==> src/common/char_lcd_pkg.sv <==
// Notes on behaviour
// - The host bus runs 4 or 8 bits wide as chosen by the bus width select bit of the instruction.
// - Register select and read/write decode to instruction write, status read, data write, data read.
// - A status read returns the in-progress flag on bus bit 7 and the RAM pointer on bits 6 to 0.
// - The in-progress flag is high while an internal operation runs and instructions are refused.
// - After the host reads the data holding register it is reloaded from the next RAM address.
// - After the host writes the data holding register the byte is stored at the pointer address.
// - The instruction register only takes instruction writes and is never returned on a read.
// - The RAM pointer steps up by 1 after each RAM write and down by 1 after each RAM read.
// - An address setting instruction loads the pointer and selects display RAM or glyph RAM.
// - Display RAM holds up to 80 bytes addressed by a 7-bit pointer, bit 6 most significant.
// - In one-line mode valid display addresses run from 00h through 4fh.
// - In two-line mode valid display addresses are 00h to 27h and 40h to 67h.
// - Glyph RAM holds 8 user glyphs of 5x8 dots or 4 of 5x11 dots, written by the host.
// - Glyph ROM provides 204 fixed 5x8 patterns and 32 fixed 5x11 patterns.
package char_lcd_pkg;

	// ----------------------------------------
	// Pin sample layout
	// ----------------------------------------
	localparam int PIN_W = 11;
	localparam int PIN_EN = 10;
	localparam int PIN_RS = 9;
	localparam int PIN_RW = 8;
	localparam int BYTE_W = 8;
	localparam int STATUS_BUSY_BIT = 7;

	// ----------------------------------------
	// Instruction fields
	// ----------------------------------------
	localparam int INSN_SET_DISP_BIT = 7;
	localparam int INSN_SET_GLYPH_BIT = 6;
	localparam int INSN_FUNC_BIT = 5;
	localparam int FUNC_WIDTH_BIT = 4;
	localparam int FUNC_LINES_BIT = 3;
	localparam int FUNC_FONT_BIT = 2;

	// ----------------------------------------
	// Memory map
	// ----------------------------------------
	localparam int DISP_DEPTH = 80;
	localparam int GLYPH_DEPTH = 64;
	localparam logic [6:0] ONE_LINE_LAST = 7'h4f;
	localparam logic [6:0] LINE1_FIRST = 7'h00;
	localparam logic [6:0] LINE1_LAST = 7'h27;
	localparam logic [6:0] LINE2_FIRST = 7'h40;
	localparam logic [6:0] LINE2_LAST = 7'h67;
	localparam logic [6:0] LINE2_INDEX_BASE = 7'h28;
	localparam logic [7:0] GLYPH_ROM_BASE = 8'h10;
	localparam logic [7:0] GLYPH_SMALL_COUNT = 8'hcc;
	localparam logic [7:0] GLYPH_TALL_COUNT = 8'h20;

	// ----------------------------------------
	// Reset values
	// ----------------------------------------
	localparam logic RST_WIDE_BUS = 1'b1;
	localparam logic RST_TWO_LINE = 1'b0;
	localparam logic RST_TALL_FONT = 1'b0;

	// ----------------------------------------
	// Timing
	// ----------------------------------------
	localparam int CLK_PERIOD_NS = 25;
	localparam int EXEC_TIME_NS = 37000;
	localparam int EXEC_CYCLES = (EXEC_TIME_NS + CLK_PERIOD_NS - 1) / CLK_PERIOD_NS;
	localparam int EXEC_CNT_W = 11;
	localparam int FIFO_DEPTH = 16;

	typedef enum logic [1:0] {
		ACC_INSN_WR,
		ACC_STATUS_RD,
		ACC_DATA_WR,
		ACC_DATA_RD
	} acc_type_type;

endpackage

==> src/logic/char_lcd_host_port.sv <==
`timescale 1ns/100ps

// ----------------------------------------
// Write queue
// ----------------------------------------
module byte_queue #(
	parameter int WIDTH = 8,
	parameter int DEPTH = 16
) (
	input wire logic clock_i,
	input wire logic arst_n_i,
	input wire logic clk_en_i,
	input wire logic in_valid_i,
	output logic in_ready_o,
	input wire logic [WIDTH-1:0] in_data_i,
	output logic out_valid_o,
	input wire logic out_ready_i,
	output logic [WIDTH-1:0] out_data_o
);
	localparam int AW = $clog2(DEPTH);
	logic [WIDTH-1:0] store_q [0:DEPTH-1];
	logic [AW-1:0] wr_ptr_q;
	logic [AW-1:0] rd_ptr_q;
	logic [AW:0] count_q;
	logic push;
	logic pop;

	assign in_ready_o = count_q != (AW+1)'(DEPTH);
	assign out_valid_o = count_q != '0;
	assign out_data_o = store_q[rd_ptr_q];
	assign push = in_valid_i && in_ready_o;
	assign pop = out_valid_o && out_ready_i;

	always_ff @(posedge clock_i) begin
		if (clk_en_i && push) begin
			store_q[wr_ptr_q] <= in_data_i;
		end
	end

	always_ff @(posedge clock_i or negedge arst_n_i) begin
		if (!arst_n_i) begin
			wr_ptr_q <= '0;
			rd_ptr_q <= '0;
			count_q <= '0;
		end else if (clk_en_i) begin
			if (push) begin
				wr_ptr_q <= wr_ptr_q + 1'b1;
			end
			if (pop) begin
				rd_ptr_q <= rd_ptr_q + 1'b1;
			end
			if (push && !pop) begin
				count_q <= count_q + 1'b1;
			end else if (pop && !push) begin
				count_q <= count_q - 1'b1;
			end
		end
	end
endmodule

// ----------------------------------------
// Host port
// ----------------------------------------
module char_lcd_host_port import char_lcd_pkg::*; (
	input wire logic clock_i,
	input wire logic arst_n_i,
	input wire logic clk_en_i,
	input wire logic enable_strobe_i,
	input wire logic register_select_i,
	input wire logic read_not_write_i,
	input wire logic [7:0] bus_i,
	output logic [7:0] bus_o,
	output logic bus_oe_n_o,
	input wire logic [7:0] glyph_code_i,
	input wire logic [3:0] glyph_row_i,
	output logic [4:0] glyph_row_o,
	output logic bus_width_select_o,
	output logic two_line_o,
	output logic tall_font_o
);

	// ----------------------------------------
	// Helpers
	// ----------------------------------------
	function automatic acc_type_type decode_access(input logic rs, input logic rw);
		acc_type_type a;
		a = ACC_INSN_WR;
		unique case ({rs, rw})
			2'b00: a = ACC_INSN_WR;
			2'b01: a = ACC_STATUS_RD;
			2'b10: a = ACC_DATA_WR;
			2'b11: a = ACC_DATA_RD;
		endcase
		return a;
	endfunction

	function automatic logic [6:0] step_ptr(input logic [6:0] p, input logic up,
			input logic two, input logic glyph);
		logic [6:0] r;
		r = up ? p + 7'h01 : p - 7'h01;
		if (glyph) begin
			r[6] = 1'b0;
		end else if (!two) begin
			if (up && p >= ONE_LINE_LAST) begin
				r = LINE1_FIRST;
			end else if (!up && p == LINE1_FIRST) begin
				r = ONE_LINE_LAST;
			end
		end else begin
			if (up && p == LINE1_LAST) begin
				r = LINE2_FIRST;
			end else if (up && p >= LINE2_LAST) begin
				r = LINE1_FIRST;
			end else if (!up && p == LINE2_FIRST) begin
				r = LINE1_LAST;
			end else if (!up && p == LINE1_FIRST) begin
				r = LINE2_LAST;
			end
		end
		return r;
	endfunction

	// Bit 7 flags an address inside the active map, bits 6..0 give the array index
	function automatic logic [7:0] disp_slot(input logic [6:0] p, input logic two);
		logic [7:0] s;
		s = 8'h00;
		if (!two) begin
			s = {p <= ONE_LINE_LAST, p};
		end else if (p <= LINE1_LAST) begin
			s = {1'b1, p};
		end else if (p >= LINE2_FIRST && p <= LINE2_LAST) begin
			s = {1'b1, p - LINE2_FIRST + LINE2_INDEX_BASE};
		end
		return s;
	endfunction

	// Fixed patterns are a generated stand-in until the real font table is dropped in
	function automatic logic [4:0] rom_row(input logic [7:0] code, input logic [3:0] row,
			input logic tall);
		logic [7:0] idx;
		idx = code - GLYPH_ROM_BASE;
		rom_row = 5'h00;
		if (!tall && idx < GLYPH_SMALL_COUNT && row < 4'h8) begin
			rom_row = code[4:0] ^ {row[2:0], row[1:0]};
		end else if (idx >= GLYPH_SMALL_COUNT && idx < GLYPH_SMALL_COUNT + GLYPH_TALL_COUNT
				&& row < 4'hb) begin
			rom_row = ~code[4:0] ^ {row, row[0]};
		end
	endfunction

	// ----------------------------------------
	// Pin synchronisers
	// ----------------------------------------
	logic [PIN_W-1:0] pin_s1_q;
	logic [PIN_W-1:0] pin_s2_q;
	logic [PIN_W-1:0] pin_s3_q;
	logic [PIN_W-1:0] pin_lvl_q;

	always_ff @(posedge clock_i or negedge arst_n_i) begin
		if (!arst_n_i) begin
			pin_s1_q <= '0;
			pin_s2_q <= '0;
			pin_s3_q <= '0;
			pin_lvl_q <= '0;
		end else if (clk_en_i) begin
			pin_s1_q <= {enable_strobe_i, register_select_i, read_not_write_i, bus_i};
			pin_s2_q <= pin_s1_q;
			pin_s3_q <= pin_s2_q;
			// A bit only moves once two stages agree, so a glitch cannot fake a strobe
			for (int i = 0; i < PIN_W; i++) begin
				if (pin_s2_q[i] == pin_s3_q[i]) begin
					pin_lvl_q[i] <= pin_s3_q[i];
				end
			end
		end
	end

	logic en_rise;
	logic en_fall;
	acc_type_type acc;
	logic [7:0] db_in;

	assign en_rise = !pin_lvl_q[PIN_EN] && pin_s2_q[PIN_EN] && pin_s3_q[PIN_EN];
	assign en_fall = pin_lvl_q[PIN_EN] && !pin_s2_q[PIN_EN] && !pin_s3_q[PIN_EN];
	assign acc = decode_access(pin_lvl_q[PIN_RS], pin_lvl_q[PIN_RW]);
	assign db_in = pin_lvl_q[7:0];

	// ----------------------------------------
	// Mode and nibble state
	// ----------------------------------------
	logic wide_bus_q;
	logic two_line_q;
	logic tall_font_q;
	logic glyph_sel_q;
	logic nib_phase_q;
	logic [3:0] hi_nib_q;
	logic [7:0] instruction_code_reg;
	logic [6:0] ram_pointer_q;
	logic [7:0] data_holding_q;
	logic [EXEC_CNT_W-1:0] exec_cnt_q;
	logic refill_q;
	logic byte_done;
	logic [7:0] byte_in;
	logic busy;
	logic insn_take;
	logic q_in_ready;
	logic q_out_valid;
	logic [7:0] q_out_data;
	logic drain;

	assign byte_done = en_fall && (wide_bus_q || nib_phase_q);
	assign byte_in = wide_bus_q ? db_in : {hi_nib_q, db_in[7:4]};
	assign busy = exec_cnt_q != '0 || q_out_valid;
	assign insn_take = byte_done && acc == ACC_INSN_WR && !busy;

	always_ff @(posedge clock_i or negedge arst_n_i) begin
		if (!arst_n_i) begin
			nib_phase_q <= 1'b0;
			hi_nib_q <= 4'h0;
		end else if (clk_en_i) begin
			if (insn_take && byte_in[7:INSN_FUNC_BIT] == 3'h1) begin
				nib_phase_q <= 1'b0;
			end else if (en_fall && !wide_bus_q) begin
				nib_phase_q <= !nib_phase_q;
				if (!nib_phase_q) begin
					hi_nib_q <= db_in[7:4];
				end
			end
		end
	end

	// The code register is write-only; nothing routes it back to the bus
	always_ff @(posedge clock_i or negedge arst_n_i) begin
		if (!arst_n_i) begin
			instruction_code_reg <= 8'h00;
		end else if (clk_en_i && byte_done && acc == ACC_INSN_WR && !busy) begin
			instruction_code_reg <= byte_in;
		end
	end

	// ----------------------------------------
	// Instruction execution
	// ----------------------------------------
	logic exec_q;

	always_ff @(posedge clock_i or negedge arst_n_i) begin
		if (!arst_n_i) begin
			exec_q <= 1'b0;
			exec_cnt_q <= '0;
		end else if (clk_en_i) begin
			exec_q <= insn_take;
			if (insn_take) begin
				exec_cnt_q <= EXEC_CNT_W'(EXEC_CYCLES);
			end else if (exec_cnt_q != '0) begin
				exec_cnt_q <= exec_cnt_q - 1'b1;
			end
		end
	end

	always_ff @(posedge clock_i or negedge arst_n_i) begin
		if (!arst_n_i) begin
			wide_bus_q <= RST_WIDE_BUS;
			two_line_q <= RST_TWO_LINE;
			tall_font_q <= RST_TALL_FONT;
		end else if (clk_en_i && exec_q && instruction_code_reg[7:INSN_FUNC_BIT] == 3'h1) begin
			wide_bus_q <= instruction_code_reg[FUNC_WIDTH_BIT];
			two_line_q <= instruction_code_reg[FUNC_LINES_BIT];
			tall_font_q <= instruction_code_reg[FUNC_FONT_BIT];
		end
	end

	// ----------------------------------------
	// Write queue and RAM pointer
	// ----------------------------------------
	// Queued bytes wait for a running instruction so an address set lands first
	assign drain = q_out_valid && exec_cnt_q == '0 && !exec_q && !byte_done;

	byte_queue #(
		.WIDTH(BYTE_W),
		.DEPTH(FIFO_DEPTH)
	) write_queue (
		.clock_i(clock_i),
		.arst_n_i(arst_n_i),
		.clk_en_i(clk_en_i),
		.in_valid_i(byte_done && acc == ACC_DATA_WR),
		.in_ready_o(q_in_ready),
		.in_data_i(byte_in),
		.out_valid_o(q_out_valid),
		.out_ready_i(drain),
		.out_data_o(q_out_data)
	);

	always_ff @(posedge clock_i or negedge arst_n_i) begin
		if (!arst_n_i) begin
			ram_pointer_q <= 7'h00;
			glyph_sel_q <= 1'b0;
			refill_q <= 1'b0;
		end else if (clk_en_i) begin
			refill_q <= 1'b0;
			if (exec_q && instruction_code_reg[INSN_SET_DISP_BIT]) begin
				ram_pointer_q <= instruction_code_reg[6:0];
				glyph_sel_q <= 1'b0;
				refill_q <= 1'b1;
			end else if (exec_q && instruction_code_reg[7:INSN_SET_GLYPH_BIT] == 2'h1) begin
				ram_pointer_q <= {1'b0, instruction_code_reg[5:0]};
				glyph_sel_q <= 1'b1;
				refill_q <= 1'b1;
			end else if (byte_done && acc == ACC_DATA_RD) begin
				ram_pointer_q <= step_ptr(ram_pointer_q, 1'b0, two_line_q, glyph_sel_q);
				refill_q <= 1'b1;
			end else if (drain) begin
				ram_pointer_q <= step_ptr(ram_pointer_q, 1'b1, two_line_q, glyph_sel_q);
			end
		end
	end

	// ----------------------------------------
	// Display and glyph RAM
	// ----------------------------------------
	logic [7:0] display_ram [0:DISP_DEPTH-1];
	logic [7:0] glyph_ram [0:GLYPH_DEPTH-1];
	logic [7:0] slot;
	logic [7:0] ram_rd;

	assign slot = disp_slot(ram_pointer_q, two_line_q);
	assign ram_rd = glyph_sel_q ? glyph_ram[ram_pointer_q[5:0]]
		: (slot[7] ? display_ram[slot[6:0]] : 8'h00);

	always_ff @(posedge clock_i) begin
		if (clk_en_i && drain) begin
			if (glyph_sel_q) begin
				glyph_ram[ram_pointer_q[5:0]] <= q_out_data;
			end else if (slot[7]) begin
				display_ram[slot[6:0]] <= q_out_data;
			end
		end
	end

	always_ff @(posedge clock_i or negedge arst_n_i) begin
		if (!arst_n_i) begin
			data_holding_q <= 8'h00;
		end else if (clk_en_i) begin
			if (refill_q) begin
				data_holding_q <= ram_rd;
			end else if (drain) begin
				data_holding_q <= q_out_data;
			end
		end
	end

	// ----------------------------------------
	// Bus drive
	// ----------------------------------------
	logic [7:0] rd_byte;
	logic [7:0] rd_hold_q;

	assign rd_byte = acc == ACC_STATUS_RD ? {busy, ram_pointer_q} : data_holding_q;

	always_ff @(posedge clock_i or negedge arst_n_i) begin
		if (!arst_n_i) begin
			bus_o <= 8'h00;
			bus_oe_n_o <= 1'b1;
			rd_hold_q <= 8'h00;
		end else if (clk_en_i) begin
			if (en_rise && pin_lvl_q[PIN_RW]) begin
				bus_oe_n_o <= 1'b0;
				if (wide_bus_q) begin
					bus_o <= rd_byte;
				end else if (!nib_phase_q) begin
					rd_hold_q <= rd_byte;
					bus_o <= {rd_byte[7:4], 4'h0};
				end else begin
					bus_o <= {rd_hold_q[3:0], 4'h0};
				end
			end else if (en_fall) begin
				bus_oe_n_o <= 1'b1;
			end
		end
	end

	// ----------------------------------------
	// Glyph lookup and mode outputs
	// ----------------------------------------
	always_ff @(posedge clock_i or negedge arst_n_i) begin
		if (!arst_n_i) begin
			glyph_row_o <= 5'h00;
			bus_width_select_o <= RST_WIDE_BUS;
			two_line_o <= RST_TWO_LINE;
			tall_font_o <= RST_TALL_FONT;
		end else if (clk_en_i) begin
			bus_width_select_o <= wide_bus_q;
			two_line_o <= two_line_q;
			tall_font_o <= tall_font_q;
			if (glyph_code_i < GLYPH_ROM_BASE) begin
				glyph_row_o <= tall_font_q
					? glyph_ram[{glyph_code_i[2:1], glyph_row_i}][4:0]
					: glyph_ram[{glyph_code_i[2:0], glyph_row_i[2:0]}][4:0];
			end else begin
				glyph_row_o <= rom_row(glyph_code_i, glyph_row_i, tall_font_q);
			end
		end
	end
endmodule

==> config.mk <==
export PLATFORM = sky130hd
export DESIGN_NAME = char_lcd_host_port
export DESIGN_NICKNAME = d
export VERILOG_FILES = /design/src/common/char_lcd_pkg.sv /design/src/logic/char_lcd_host_port.sv
export SDC_FILE = /design/constraint.sdc
export NUM_CORES = 2
export LEC_CHECK = 0
export ABC_AREA = 1
export BUFFER_PORTS_ARGS = -buffer_cell sky130_fd_sc_hd__buf_2
export CAP_MARGIN = 5
export CORE_MARGIN = 1
export CORE_UTILIZATION = 45
export DETAILED_ROUTE_END_ITERATION = 8
export PLACE_DENSITY = 0.67
export SETUP_SLACK_MARGIN = 0.2
export SLEW_MARGIN = 20
export SYNTH_ARGS = -nofsm -noshare
export SYNTH_HDL_FRONTEND = slang
export SYNTH_SLANG_ARGS = --single-unit
==> constraint.sdc <==
create_clock -name clock_i -period 10.6 [get_ports clock_i]
set_input_delay 1.06 -clock clock_i [delete_from_list [all_inputs] [get_ports clock_i]]
set_output_delay 1.06 -clock clock_i [all_outputs]
set_load 0.05 [all_outputs]
# After elaboration in Yosys (flattened, before gate mapping)
# Memory sizes are Yosys's and may differ from the RTL's.
# Index checks and enable logic that the tools add are counted.
# op_classes
addsub	10
order_cmp	12
eq_ne	23
n_mux	54
bitwise_logic	6
reduce_logical	82
# op_table
op	n
8-bit two-way mux	11
7-bit two-way mux	12
2-bit AND reduction	21
1-bit logical AND	33
5-bit two-way mux	6
11-bit two-way mux	2
7-bit >= comparator, second input constant	3
1-bit two-way mux	20
8-bit < comparator, second input constant	2
7-bit less-or-equal comparator, second input constant	2
6-bit two-way mux	2
2-bit nonzero test	6
1-bit == test	11
1-bit logical NOT	11
11-bit logical NOT	1
11-bit nonzero test	1
11-bit by 1-bit subtractor with 11-bit output, second input constant	1
5-bit XOR	2
4-bit by 1-bit adder with 4-bit output, second input constant	2
2-bit == test, second input constant	4
8-bit >= comparator, second input constant	1
4-bit < comparator, second input constant	2
8-bit by 5-bit < comparator with 1-bit output, second input constant	1
2-bit case mux with 4 select lines	1
other kinds (21)	29
# word_totals
regBits	123
ram_bits	1280
input_bits	26
out_inout_bits	17
word_cells	226
memories	3
# memory_table
memory	depth	word_bits	rd	rd_clocked_by_memory_dff	write_ports	line_no	source
display_ram	80	8	1	0	1	char_lcd_host_port.sv:320	logic [7:0] display_ram [0:DISP_DEPTH-1];
glyph_ram	64	8	3	0	1	char_lcd_host_port.sv:321	logic [7:0] glyph_ram [0:GLYPH_DEPTH-1];
write_queue.store_q	16	8	1	0	1	char_lcd_host_port.sv:21	logic [WIDTH-1:0] store_q [0:DEPTH-1];

# Depth between registers and ports, before layout
# depth
depth_word	11
mapped_depth	27
depth_no_buf	24

# Modules after synthesis
# Synthesis repeated with hierarchy kept, for this count alone.
# hier_totals
hier_cells	5431
hier_area_um2	60032.6
# by_module_without_submodules
mod	instances	cells_per_inst	area_per_inst_um2	seq_area_each_um2
char_lcd_host_port	1	4790	53642.7	37349.6
byte_queue	1	641	6389.9	4169.0

# Worst setup path after synthesis
# No wires, ideal clock.
# synth_timing
path_kind	flip-flop to flip-flop
from	reg write_queue.rd_ptr_q[0]
to	mem display_ram[0][4] (data pin)
setup_ns	0.553
arrival_ns	3.273
required_time_ns	10.047
setup_slack_ns	6.775
path_stages_with_launch	7
synth_period_minus_slack_ns	3.825
cell_sequence	dfrtp_1 buf_1 clkbuf_1 o21ai_0 o221ai_1 nand3_1 nand2_1
# synth_via
elab_chain_cells	1
# synth_rtl
element	line_no	source
start: declaration	char_lcd_host_port.sv:23	logic [AW-1:0] rd_ptr_q;
start signal: assignment	char_lcd_host_port.sv:50	rd_ptr_q <= rd_ptr_q + 1'b1;
memory read 16 x 8 bit	n/a	
net q_out_data[4]	char_lcd_host_port.sv:208	logic [7:0] q_out_data;
end: declaration	char_lcd_host_port.sv:320	
# The timed path passes the listed nets, and every way through them passes these cells.

# Final worst setup path
# layout_timing
from	reg ram_pointer_q[0]
to	mem display_ram[27][3], enable pin
# layout_via
elab_chain_cells	9
word_cells_on_any_way	14
classes_between	add/sub (2); order compare (4); mux (7); reduce/logical (1)
# layout_rtl
element	line_no	source
start: declaration	char_lcd_host_port.sv:198	logic [6:0] ram_pointer_q;
start signal: assignment	char_lcd_host_port.sv:301	ram_pointer_q <= instruction_code_reg[6:0];
start signal: assignment	char_lcd_host_port.sv:305	ram_pointer_q <= {1'b0, instruction_code_reg[5:0]};
start signal: assignment	char_lcd_host_port.sv:309	ram_pointer_q <= step_ptr(ram_pointer_q, 1'b0, two_line_q, glyph_sel_q);
branches (longest 4 deep; another with 7-bit subtractor)	n/a	
8-bit two-way mux *	char_lcd_host_port.sv:127	if (!two) begin
1-bit two-way mux	char_lcd_host_port.sv:333	end else if (slot[7]) begin
1-bit two-way mux	char_lcd_host_port.sv:331	if (glyph_sel_q) begin
1-bit two-way mux	char_lcd_host_port.sv:330	if (clk_en_i && drain) begin
1-bit two-way mux (not written as such)	char_lcd_host_port.sv:334	display_ram[slot[6:0]] <= q_out_data;
# Every way passes the cells marked *.

==> metrics.md <==
| Metric | Value |
|---|---|
| H-tree levels | 4 |
| Initial antenna violation count | 3 |
| Fin util | 50.3% |
| Cell count after synthesis | 5215 |
| FF/Latch Area | 41500 um^2 |
| Period minus WS final | 6170 ps |
| Die width | 366 um |
| Post-synth EDFFs | 1280 |
| Layout filler cell count | 11.2k |
| Pins over their slew limit | 0 |
| DIE AREA | 134000 um^2 |
| Pint | 9.94 mW |
| Peak supply drop | 0.163 mV |
| Synth unique cells | 63 |
| PwrDens | 222 nW/um^2 |
| DRC Markers | 0 |
| Clock Latency Late Sink | 790 ps |
| Hold Vio Cnt, Final | 0 |
| # rows | 133 |
| DR vias | 42.3k |
| Setup ws final | 4430 ps |
| Slew headroom | 27.5% |
| Ys flop type | edfxtp_1 |
| Mapped Nets | 5260 |
| Flop pwr share | 44.6% |
| Antenna viol nets, final | 0 |
| CTS Buffer Depth | 3 |
| Ant diodes | 0 |
| Multi-input gate area | 16000 um^2 |
| RSZ-0062 raised after global routing | false |
| Cts bufs inserted | 146 |
| Drt initial violations | 6198 |
| Hold/Removal Path Class | input port to asynchronous set/reset pin |
| Total power | 14.7 mW |
| CP Max Fanout | 60 |
| Setup bufs post-CTS | 0 |
| WL final | 175000 um |
| Tightest Pin Transition | 1090 ps |
| Grt ovf | 0 |
| Vias per cell | 5.98 |
| Mapped Area | 59500 um^2 |
| Top cells by area, synth | edfxtp_1 65%, nand2_1 8.1%, dfrtp_1 5.0% |
| Final setup violation count | 0 |
| Arr. time, crit path | 6580 ps |
| Yosys warns | 0 |
| DR WL/cell | 24.7 um |
| Register area share after synthesis | 69.7% |
| CTS tree | done |
| GP Congestion | 0.939 |
| Most area-hungry cell type in the Yosys netlist | edfxtp_1 |
| Syn-to-layout area delta | 10.9% |
| Nets | 5241 |
| Leak pwr | 23.1 nW |
| Total core area | 131000 um^2 |
| Switching pwr | 4.71 mW |
| Setup TNS | 0 ps |
| CP Capture Type | flip-flop |
| Post-synthesis area per instance | 11.4 um^2 |
| Comb pwr share | 21.2% |
| Hold-fix buffers at CTS | 0 |
| Root buffer selected by CTS | clkbuf_16 |
| Largest net degree at the start of global routing | 104 |
| Vert. Die Dim | 366 um |
| Worst clock skew | 47.9 ps |
| Dpl cells | 6803 |
| Post-CTS Resized | 0 |
| Global-route wire length before repair | 258000 um |
| Max cap viols | 0 |
| Vias in the first global route | 39.7k |
| Sw Ratio | 32.1% |
| Drt first pass iters | 7 |
| Final worst path period share | 58.2% |
| Async set-reset flop share out of synthesis | 8.77% |
| Critical path startpoint category | flip-flop |
| Max Fclk | 162 MHz |
| Synth top cells by count | 1280 x edfxtp_1, 1280 x nand2_1, 465 x nor2_1, 405 x o21ai_0, 346 x nand3_1 |
| Clk network pwr share | 34.3% |
| Total clock sinks | 1403 |
| Seq cells post-synth | 1403 |
| Yosys top cell area share | 64.6% |
| Post-DP HPWL | 105000 um |
| Overall Global Routing Usage | 25.6% |
| Max reg flops | 640 |
| Final cell count without fillers | 7069 |
| Share of layout cells above drive strength 1 | 7.62% |
| WS Path Type | flip-flop to flip-flop |
| CP required | 11010 ps |
| DP Worst Slack | 4330 ps |
| # port buffers | 42 |
| Initial Utilization | 45.3% |
| Outcome | finished clean |
| # IOs | 43 |
| Clock-pin transition on the worst setup and hold timing paths | 60 ps |
kinds of logic after synthesis:
family / after synthesis / share of synthesized area (%)
AND/OR/NAND/NOR: 2293 / 16.2
flip-flops: 1403 / 69.7
buffers and inverters: 528 / 3.58
AO/OA/AOI/OAI: 924 / 9.34
multiplexers: 28 / 0.471
adder cells (fa/ha/maj): 19 / 0.412
XOR/XNOR: 20 / 0.294
layer usage:
layer  global-route usage (%)  routed length [um]
met1                     35.8               68800
met2                     39.4               79400
met3                     4.67               18700
met4                     11.1                7710
met5                        0                  21
per-stage QoR:
step                      instance area (um^2)  hold WS (ps)
final                                    66100           203
after global routing                     66100           219
after CTS                                66000           184
after detailed placement                 61400           464
after global placement                   61400           459
after floorplan                          59500           442
worst paths after layout:
| kind | start | end | slack [ps] | cells after the start |
|---|---|---|---|---|
| worst max-delay path | ram_pointer_q[0]$_DFFE_PN0P_ | display_ram[27][3]$_DFFE_PP_ | 4430 | 13 |
| worst min-delay path | arst_n_i | write_queue.wr_ptr_q[3]$_DFFE_PN0P_ | 200 | 1 |
| worst max register to register | ram_pointer_q[0]$_DFFE_PN0P_ | display_ram[27][3]$_DFFE_PP_ | 4430 | 13 |
| worst min register to register | pin_s1_q[3]$_DFFE_PN0P_ | pin_s1_q[3]$_DFFE_PN0P_ | 470 | 2 |
| max in group asynchronous | arst_n_i | write_queue.rd_ptr_q[1]$_DFFE_PN0P_ | 9280 | 2 |
| min in group clock_i | pin_s1_q[3]$_DFFE_PN0P_ | pin_s1_q[3]$_DFFE_PN0P_ | 470 | 2 |
placed cells by master (no fill, tap or decap), drive strengths merged, types with 113 or more instances in the layout:
cell / instances
nand2: 1285
buf: 113
nand3: 355
inv: 247
edfxtp: 1280
dfrtp: 120
a21oi: 204
o21ai: 412
nand4: 123
clkbuf: 186
nor2: 476
area by class of cell:
type / count / share of cell area [%]
clock buffer: 186 / 5.92
inverter: 248 / 1.42
sequential: 1403 / 62.9
clock inverter: 80 / 1.11
timing repair buffer: 113 / 1.15
tap: 1755 / 3.32
multi-input combinational: 3284 / 24.2
worst max-delay path, cell delays in order, from the launching register on:
cell	delay, ps
dfrtp_4	690
buf_4	670
ha_1	280
nand2_1	120
nor2_1	270
nand2_1	80
nand2_1	90
nand2_2	90
nand2_2	80
buf_4	520
nand2_1	610
clkinv_2	850
nand3_2	650
nor2_1	730
power groups by stage:
| stage | registers, mW | logic [mW] | clock network, mW |
|---|---|---|---|
| floorplan | 6.67 | 1.81 | 0 |
| global placement | 6.64 | 3.01 | 0 |
| detailed placement | 6.64 | 3.03 | 0 |
| CTS | 6.52 | 3.04 | 5.05 |
| global route | 6.54 | 3.30 | 5.27 |
| finish | 6.53 | 3.10 | 5.02 |
(Power assumes the default switching activity.)
